==> config.mk <==
export PLATFORM = sky130hd
export DESIGN_NAME = cmpo_top
export DESIGN_NICKNAME = d
export VERILOG_FILES = /design/src/verilog/cmpo_pkg.sv /design/src/verilog/cmpo_top.sv
export SDC_FILE = /design/constraint.sdc
export NUM_CORES = 1
export LEC_CHECK = 0
export ABC_AREA = 1
export ABC_CLOCK_PERIOD_IN_PS = 3600
export BUFFER_PORTS_ARGS = -buffer_cell sky130_fd_sc_hd__buf_2
export CORE_ASPECT_RATIO = 1.2
export CORE_MARGIN = 3
export CORE_UTILIZATION = 48
export DETAILED_ROUTE_END_ITERATION = 6
export GPL_TIMING_DRIVEN = 1
export PLACE_DENSITY = 0.74
export SLEW_MARGIN = 20
export SYNTH_ARGS = -nofsm -noshare
export SYNTH_HDL_FRONTEND = slang
export SYNTH_SLANG_ARGS = --single-unit
export TNS_END_PERCENT = 20
==> constraint.sdc <==
create_clock -name pclk -period 3.6 [get_ports pclk]
set_clock_uncertainty 0.1 [all_clocks]
set_input_delay 1.08 -clock pclk [delete_from_list [all_inputs] [get_ports pclk]]
set_output_delay 1.08 -clock pclk [all_outputs]
set_load 0.1 [all_outputs]
==> src/verilog/cmpo_pkg.sv <==
// Constants shared by the comparator output control block
package cmpo_pkg;
	// ****************************************************************
	// Register indices (byte address is four times the index)
	// ****************************************************************
	localparam logic [7:0] CMP2_CONTROL_0_IDX = 8'h9B;
	localparam logic [7:0] CMP2_CONTROL_1_IDX = 8'h9C;
	localparam logic [7:0] CMP1_CONTROL_0_IDX = 8'hA0;
	localparam logic [7:0] CMP1_CONTROL_1_IDX = 8'hA1;
	localparam logic [7:0] CMP_OUTPUT_MIRROR_IDX = 8'hA2;
	localparam logic [7:0] CMP_IRQ_FLAG_IDX = 8'hA3;
	localparam int ADDR_W = 10;
	localparam int IDX_LSB = 2;
	// ****************************************************************
	// Reset values
	// ****************************************************************
	localparam logic [7:0] CONTROL_0_RESET = 8'h04;
	localparam logic [7:0] CONTROL_1_RESET = 8'h00;
	// ****************************************************************
	// Control register 0 field positions
	// ****************************************************************
	localparam int C0_ON_BIT = 7;
	localparam int C0_RESULT_BIT = 6;
	localparam int C0_OE_BIT = 5;
	localparam int C0_INVERT_BIT = 4;
	localparam int C0_FILTER_BIT = 3;
	localparam int C0_SYNC_BIT = 0;
	// ****************************************************************
	// Control register 1 field positions
	// ****************************************************************
	localparam int C1_RISE_BIT = 7;
	localparam int C1_FALL_BIT = 6;
	localparam int C1_PSEL_LSB = 3;
	localparam int C1_NSEL_LSB = 0;
	// ****************************************************************
	// Glitch filter hold window
	// ****************************************************************
	localparam int HOLD_NS = 20;
	localparam int CLK_PERIOD_NS = 40;
	localparam int HOLD_CYC_RAW = (HOLD_NS + CLK_PERIOD_NS - 1) / CLK_PERIOD_NS;
	localparam int HOLD_CYC = (HOLD_CYC_RAW < 1) ? 1 : HOLD_CYC_RAW;
	localparam int HOLD_W = 4;
	// ****************************************************************
	// Input route one-hot positions
	// ****************************************************************
	localparam int NONINV_PIN = 0;
	localparam int NONINV_DAC = 1;
	localparam int NONINV_FVR = 2;
	localparam int NONINV_SLOPE = 3;
	localparam int NONINV_AGND = 4;
	localparam int INV_SLOPE = 4;
endpackage : cmpo_pkg

==> src/verilog/cmpo_top.sv <==
// Digital side of the dual comparator: filter, sync, edge flags, input routes, registers
//
// Our own choice: the APB interface to the registers.
`timescale 1ns/10ps
module cmpo_top #(
	parameter int NUM_CMP = 2
) (
	// APB slave
	input wire logic pclk,
	input wire logic presetn,
	input wire logic pclken,
	input wire logic psel,
	input wire logic penable,
	input wire logic pwrite,
	input wire logic [cmpo_pkg::ADDR_W-1:0] paddr,
	input wire logic [31:0] pwdata,
	output logic [31:0] prdata,
	output logic pready,
	output logic pslverr,
	// Analog side
	input wire logic [NUM_CMP-1:0] raw_result,
	input wire logic timer_src_clk,
	// Results and flags
	output logic [NUM_CMP-1:0] comparator_result_bit,
	output logic [NUM_CMP-1:0] result_pin_oe,
	output logic [NUM_CMP-1:0] comparator_irq_flag,
	output logic [NUM_CMP-1:0] comparator_on,
	// Input routes, one-hot or all zero
	output logic [NUM_CMP-1:0][4:0] noninv_node,
	output logic [NUM_CMP-1:0][4:0] inv_node
);
	// Elaboration checks on the parameters
	if (NUM_CMP != 2)
	begin : g_bad_num
		$error("cmpo_top supports exactly two comparators");
	end
	if (cmpo_pkg::HOLD_CYC >= (1 << cmpo_pkg::HOLD_W))
	begin : g_bad_hold
		$error("cmpo_top hold counter too narrow");
	end

	// ****************************************************************
	// Bus decode
	// ****************************************************************
	logic [7:0] idx;
	logic setup;
	logic wr_acc;
	logic mapped;
	assign idx = paddr[cmpo_pkg::IDX_LSB +: 8];
	assign setup = psel && !penable;
	assign wr_acc = psel && penable && pwrite && pclken;
	// Access completes only while the block runs
	assign pready = pclken;
	always_comb
	begin
		unique case (idx)
			cmpo_pkg::CMP2_CONTROL_0_IDX, cmpo_pkg::CMP2_CONTROL_1_IDX,
			cmpo_pkg::CMP1_CONTROL_0_IDX, cmpo_pkg::CMP1_CONTROL_1_IDX,
			cmpo_pkg::CMP_OUTPUT_MIRROR_IDX, cmpo_pkg::CMP_IRQ_FLAG_IDX: mapped = 1'b1;
			default: mapped = 1'b0;
		endcase
	end
	// Unmapped or misaligned addresses answer with an error
	assign pslverr = psel && penable && (!mapped || (paddr[1:0] != 2'h0));

	// ****************************************************************
	// Timer clock synchroniser and falling edge
	// ****************************************************************
	logic tclk_s1;
	logic tclk_s2;
	logic tclk_d;
	logic tclk_fall;
	// Two flops, then a third for the edge
	always_ff @(posedge pclk or negedge presetn)
	begin
		if (!presetn)
		begin
			tclk_s1 <= 1'b0;
			tclk_s2 <= 1'b0;
			tclk_d <= 1'b0;
		end
		else if (pclken)
		begin
			tclk_s1 <= timer_src_clk;
			tclk_s2 <= tclk_s1;
			tclk_d <= tclk_s2;
		end
	end
	assign tclk_fall = tclk_d && !tclk_s2;

	// ****************************************************************
	// Per comparator logic
	// ****************************************************************
	logic [NUM_CMP-1:0][7:0] ctl0;
	logic [NUM_CMP-1:0][7:0] ctl1;
	logic [NUM_CMP-1:0] res_s1;
	logic [NUM_CMP-1:0] res_s2;
	logic [NUM_CMP-1:0] adj;
	logic [NUM_CMP-1:0] filt;
	logic [NUM_CMP-1:0] latched;
	logic [NUM_CMP-1:0] res_prev;
	logic [NUM_CMP-1:0] rise_ev;
	logic [NUM_CMP-1:0] fall_ev;
	logic [NUM_CMP-1:0][cmpo_pkg::HOLD_W-1:0] hold_cnt;
	logic [NUM_CMP-1:0] next_result;

	genvar i;
	generate
		for (i = 0; i < NUM_CMP; i++)
		begin : g_cmp
			logic [7:0] c0_idx;
			logic [7:0] c1_idx;
			assign c0_idx = (i == 0) ? cmpo_pkg::CMP1_CONTROL_0_IDX
				: cmpo_pkg::CMP2_CONTROL_0_IDX;
			assign c1_idx = (i == 0) ? cmpo_pkg::CMP1_CONTROL_1_IDX
				: cmpo_pkg::CMP2_CONTROL_1_IDX;

			// Control registers; sleep has no reset, so contents survive it
			always_ff @(posedge pclk or negedge presetn)
			begin
				if (!presetn)
				begin
					ctl0[i] <= cmpo_pkg::CONTROL_0_RESET;
					ctl1[i] <= cmpo_pkg::CONTROL_1_RESET;
				end
				else if (wr_acc && (paddr[1:0] == 2'h0))
				begin
					if (idx == c0_idx)
						ctl0[i] <= pwdata[7:0];
					if (idx == c1_idx)
						ctl1[i] <= pwdata[7:0];
				end
			end

			// Result synchroniser from the analog core
			always_ff @(posedge pclk or negedge presetn)
			begin
				if (!presetn)
				begin
					res_s1[i] <= 1'b0;
					res_s2[i] <= 1'b0;
				end
				else if (pclken)
				begin
					res_s1[i] <= raw_result[i];
					res_s2[i] <= res_s1[i];
				end
			end

			// Disabled core reads low, then the inversion applies
			assign adj[i] = (ctl0[i][cmpo_pkg::C0_ON_BIT] & res_s2[i])
				^ ctl0[i][cmpo_pkg::C0_INVERT_BIT];

			// Glitch filter: a change starts a hold that blocks reversal
			always_ff @(posedge pclk or negedge presetn)
			begin
				if (!presetn)
				begin
					filt[i] <= 1'b0;
					hold_cnt[i] <= '0;
				end
				else if (pclken)
				begin
					if (ctl0[i][cmpo_pkg::C0_FILTER_BIT] && (hold_cnt[i] != '0))
						hold_cnt[i] <= hold_cnt[i] - 1'b1;
					else if (adj[i] != filt[i])
					begin
						filt[i] <= adj[i];
						hold_cnt[i] <= ctl0[i][cmpo_pkg::C0_FILTER_BIT]
							? cmpo_pkg::HOLD_W'(cmpo_pkg::HOLD_CYC) : '0;
					end
				end
			end

			// Timer sync latch on the falling timer clock edge
			always_ff @(posedge pclk or negedge presetn)
			begin
				if (!presetn)
					latched[i] <= 1'b0;
				else if (pclken && tclk_fall)
					latched[i] <= filt[i];
			end
			assign next_result[i] = ctl0[i][cmpo_pkg::C0_SYNC_BIT] ? latched[i] : filt[i];

			// Result bit and its previous value for edges
			always_ff @(posedge pclk or negedge presetn)
			begin
				if (!presetn)
				begin
					comparator_result_bit[i] <= 1'b0;
					res_prev[i] <= 1'b0;
				end
				else if (pclken)
				begin
					comparator_result_bit[i] <= next_result[i];
					res_prev[i] <= comparator_result_bit[i];
				end
			end
			assign rise_ev[i] = comparator_result_bit[i] && !res_prev[i];
			assign fall_ev[i] = !comparator_result_bit[i] && res_prev[i];

			// Interrupt flag: write one clears, set wins over clear
			always_ff @(posedge pclk or negedge presetn)
			begin
				if (!presetn)
					comparator_irq_flag[i] <= 1'b0;
				else if (pclken)
				begin
					if ((rise_ev[i] && ctl1[i][cmpo_pkg::C1_RISE_BIT])
						|| (fall_ev[i] && ctl1[i][cmpo_pkg::C1_FALL_BIT]))
						comparator_irq_flag[i] <= 1'b1;
					else if (wr_acc && (paddr[1:0] == 2'h0)
						&& (idx == cmpo_pkg::CMP_IRQ_FLAG_IDX) && pwdata[i])
						comparator_irq_flag[i] <= 1'b0;
				end
			end

			// Input routes decoded from the select fields
			always_ff @(posedge pclk or negedge presetn)
			begin
				if (!presetn)
				begin
					noninv_node[i] <= 5'h00;
					inv_node[i] <= 5'h00;
					result_pin_oe[i] <= 1'b0;
					comparator_on[i] <= 1'b0;
				end
				else if (pclken)
				begin
					noninv_node[i] <= 5'h00;
					unique case (ctl1[i][cmpo_pkg::C1_PSEL_LSB +: 3])
						3'h0: noninv_node[i][cmpo_pkg::NONINV_PIN] <= 1'b1;
						3'h1: noninv_node[i][cmpo_pkg::NONINV_DAC] <= 1'b1;
						3'h2: noninv_node[i][cmpo_pkg::NONINV_FVR] <= 1'b1;
						3'h3: noninv_node[i][cmpo_pkg::NONINV_SLOPE] <= 1'b1;
						3'h4: noninv_node[i][cmpo_pkg::NONINV_AGND] <= 1'b1;
						default: noninv_node[i] <= 5'h00;
					endcase
					if (ctl1[i][cmpo_pkg::C1_NSEL_LSB + 2])
						inv_node[i] <= 5'h10;
					else
						inv_node[i] <= 5'(5'h01 << ctl1[i][cmpo_pkg::C1_NSEL_LSB +: 2]);
					result_pin_oe[i] <= ctl0[i][cmpo_pkg::C0_OE_BIT]
						& ctl0[i][cmpo_pkg::C0_ON_BIT];
					comparator_on[i] <= ctl0[i][cmpo_pkg::C0_ON_BIT];
				end
			end
		end
	endgenerate

	// ****************************************************************
	// Read data, captured in the setup cycle
	// ****************************************************************
	always_ff @(posedge pclk or negedge presetn)
	begin
		if (!presetn)
			prdata <= 32'h00000000;
		else if (pclken && setup && !pwrite)
		begin
			unique case (idx)
				cmpo_pkg::CMP1_CONTROL_0_IDX:
					prdata <= {24'h000000, ctl0[0][7], comparator_result_bit[0], ctl0[0][5:0]};
				cmpo_pkg::CMP2_CONTROL_0_IDX:
					prdata <= {24'h000000, ctl0[1][7], comparator_result_bit[1], ctl0[1][5:0]};
				cmpo_pkg::CMP1_CONTROL_1_IDX: prdata <= {24'h000000, ctl1[0]};
				cmpo_pkg::CMP2_CONTROL_1_IDX: prdata <= {24'h000000, ctl1[1]};
				cmpo_pkg::CMP_OUTPUT_MIRROR_IDX:
					prdata <= {30'h0, comparator_result_bit};
				cmpo_pkg::CMP_IRQ_FLAG_IDX: prdata <= {30'h0, comparator_irq_flag};
				default: prdata <= 32'h00000000;
			endcase
		end
	end

	for (genvar k = 0; k < NUM_CMP; k++)
	begin : g_chk

	end
endmodule : cmpo_top

==> impl_metrics.toml <==
[outcome]
status = "finished, final reports clean"

[synth]
synth_cells = 516
synth_commonest_cells = "nand2_1 (156), dfrtp_1 (85), nand3_1 (50), inv_1 (41), o21ai_0 (37)"
synth_top_family_by_area = "simple AND/OR/NAND/NOR gates"
ys_seq_area_frac = 0.500
netlist_area_sq_um = 4360
syn_area_per_cell_sq_um = 8.44
synth_top_cell_by_area = "dfrtp_1"
synth_compound_area_frac = 0.117
synth_top_cell_area_share = 0.488
async_reset_ff_frac = 1.00
yosys.cell_types.count = 35
muxShareOfSynthArea = 0
synth_most_common_cell = "nand2_1"
synth-simple-area-share = 0.266
synth_xor_area_frac = 0.00603
synth_seq_cells = 87
ys_warn_count = 0
synth_edf_count = 0
synthTopCellsByArea = "dfrtp_1 (49%), nand2_1 (13%), nand3_1 (5.7%), buf_4 (4.5%), o21ai_0 (4.3%)"
synthAdderAreaFrac = 0.00574
synth_ff_type = "dfrtp_1"

[critical_path]
arrival_ns = 2.10
rr_startpoint = "hold_cnt[4]$_DFFE_PN0P_"
critPathMaxFanout = 4
r2r_cells = 8
critPathLaunchType = "input port"
crit_required_ns = 2.42
endpoint_kind = "output pin"
r2r_end = "hold_cnt[7]$_DFFE_PN0P_"
critPathKind = "input port to output pin"
reg2reg_slack_ns = 2.09

[sta]
finalHoldViolations = 0
setup_viol = 0
max_freq_mhz = 305
tightest_slew_ns = 0.770
post-route-min-period_ns = 3.28
finalSetupTns_ns = 0
layout_setup_ws_ns = 0.316
slew_violations = 0
min_period_over_period = 0.912
maxSlewHeadroom = 0.487
rsz0062_at_grt = "no"

[run]
cap_violations = 0

[clock_network]
cts_sinks = 87
numCtsBuffers = 9
ctsHoldBuffers = 0
cts-root-buf = "clkbuf_8"
cts_resized = 0
cts_tree = "yes"
insertion_delay_ns = 0.36
cts_max_level = 3
cts.clk_slew.worst_paths_ns = 0.08
clk_path_buf_depth = 2
cts_setup_buffers = 0

[global_route]
grt-ovfl-total = 0
grt_max_degree = 88
grt_pass1_vias = 3470
antenna_found_initial = 0
grt_pass1_wl_um = 16300
track_usage = 0.203

[power_and_ir_drop]
p_leak_nw = 2.67
cellPowerDensity_nw_per_um2 = 428
ir_drop_mv = 0.361

[floorplanning]
die_w_um = 93.0
initial_utilization = 0.501
die-area_sq_um = 10300
die_h_um = 110
core_sq_um = 8700
ios = 113
row_count = 37

[drt]
ant_nets = 0
drc = 0
drt_iter0_markers = 220
drt_wl_total_um = 9730
wl_per_cell_um = 13.8
vias = 3556
first_pass_iters = 4
routed_via_density = 5.04

[layout]
nNetsFinal = 637
num_antenna_cells = 0
area_growth_syn_to_layout_pct = 13.0
fillers = 819
drive_above_1_share = 0.209

[placement]
hpwl_um = 6960
port-buffer-count = 64
pre_cts_ws_ns = 0.307
place.gp.congestion = 0.904

[worst_hold_path]
whs_path_depth = 2
min_path_type = "register to register"
hold_path.startpoint = "res_s1[1]$_DFFE_PN0P_"
min_to = "res_s2[1]$_DFFE_PN0P_"
## per-stage QoR
stage	hold WS (ns)	util	instances	cell area [sq um]	total power [mW]
3_5_place_dp	0.358	0.542	690	4710	1.40
2_1_floorplan	0.342	-	539	4450	1.34
6_report	0.375	0.566	706	4920	2.11
3_3_place_gp	0.356	0.542	690	4710	1.39
4_1_cts	0.377	0.565	706	4920	2.12
5_1_grt	0.408	0.566	706	4920	2.19
## cells in the final DEF (no fill, tap or decap), types with 6 or more instances in the layout
cell type,n
a21oi_1,6
buf_2,62
buf_4,8
clkbuf_8,9
conb_1,24
dfrtp_1,85
inv_1,41
nand2_1,156
nand3_1,50
nor2_1,23
o21ai_0,37
o21ai_1,22
o21ai_2,9
## metal layers
layer | track usage | share of wire
met1 | 0.246 | 0.41
met2 | 0.349 | 0.51
met3 | 0.0448 | 0.052
met4 | 0.0869 | 0.029
met5 | 0 | 0
## worst max-delay path, cell delays in order
cell	delay, ns
buf_2	0.10
inv_1	0.05
nand2_1	0.09
nor2_1	0.09
o21ai_0	0.16
nand3_1	0.16
a21oi_4	0.18
buf_12	0.19
## final cells by class
cell class / count / area (sq um) / area share
inverters: 44 / 165 / 0.0335
flip-flops and latches: 87 / 2180 / 0.443
well taps: 117 / 146 / 0.0297
repair buffers: 72 / 402 / 0.0816
multi-input cells: 370 / 1820 / 0.370
clock buffers: 12 / 135 / 0.0274
clock inverters: 4 / 72.6 / 0.0147
## kinds of logic after synthesis
| family | count (synthesis) |
|---|---|
| and+or+nand+nor | 254 |
| adders and majority gates | 2 |
| DFF | 87 |
| other | 1 |
| xor gates and xnor gates | 3 |
| AOI/OAI and AO/OA | 87 |
| buffers and inverters | 82 |
## registers in the layout, summed over array words and instances (netlist names), 2 cells and up
| name | count |
|---|---|
| latched | 2 |
| comparator_irq_flag | 2 |
| prdata | 8 |
| filt | 2 |
| comparator_on | 2 |
| result_pin_oe | 2 |
| res_s2 | 2 |
| hold_cnt | 8 |
| inv_node | 10 |
| res_s1 | 2 |
| ctl0 | 14 |
| res_prev | 2 |
| ctl1 | 16 |
| noninv_node | 10 |
| comparator_result_bit | 2 |
## how the worst max path moves through the flow
stage / startpoint / endpoint / slack (ns) / cells after the start
final: paddr[4] / pslverr / 0.32 / 8
after global routing: paddr[4] / pslverr / 0.19 / 8
after CTS: paddr[4] / pslverr / 0.30 / 8
after detailed placement: paddr[4] / pslverr / 0.31 / 8
after global placement: paddr[4] / pslverr / 0.32 / 8
after floorplan: paddr[7] / pslverr / 0.20 / 7
## where the power goes
group / internal, mW / total [mW] / switching, mW
Sequential: 1.01 / 1.03 / 0.0212
Combinational: 0.0499 / 0.350 / 0.300
Clock: 0.391 / 0.731 / 0.340
No activity file was read; power rests on OpenSTA's default activity.
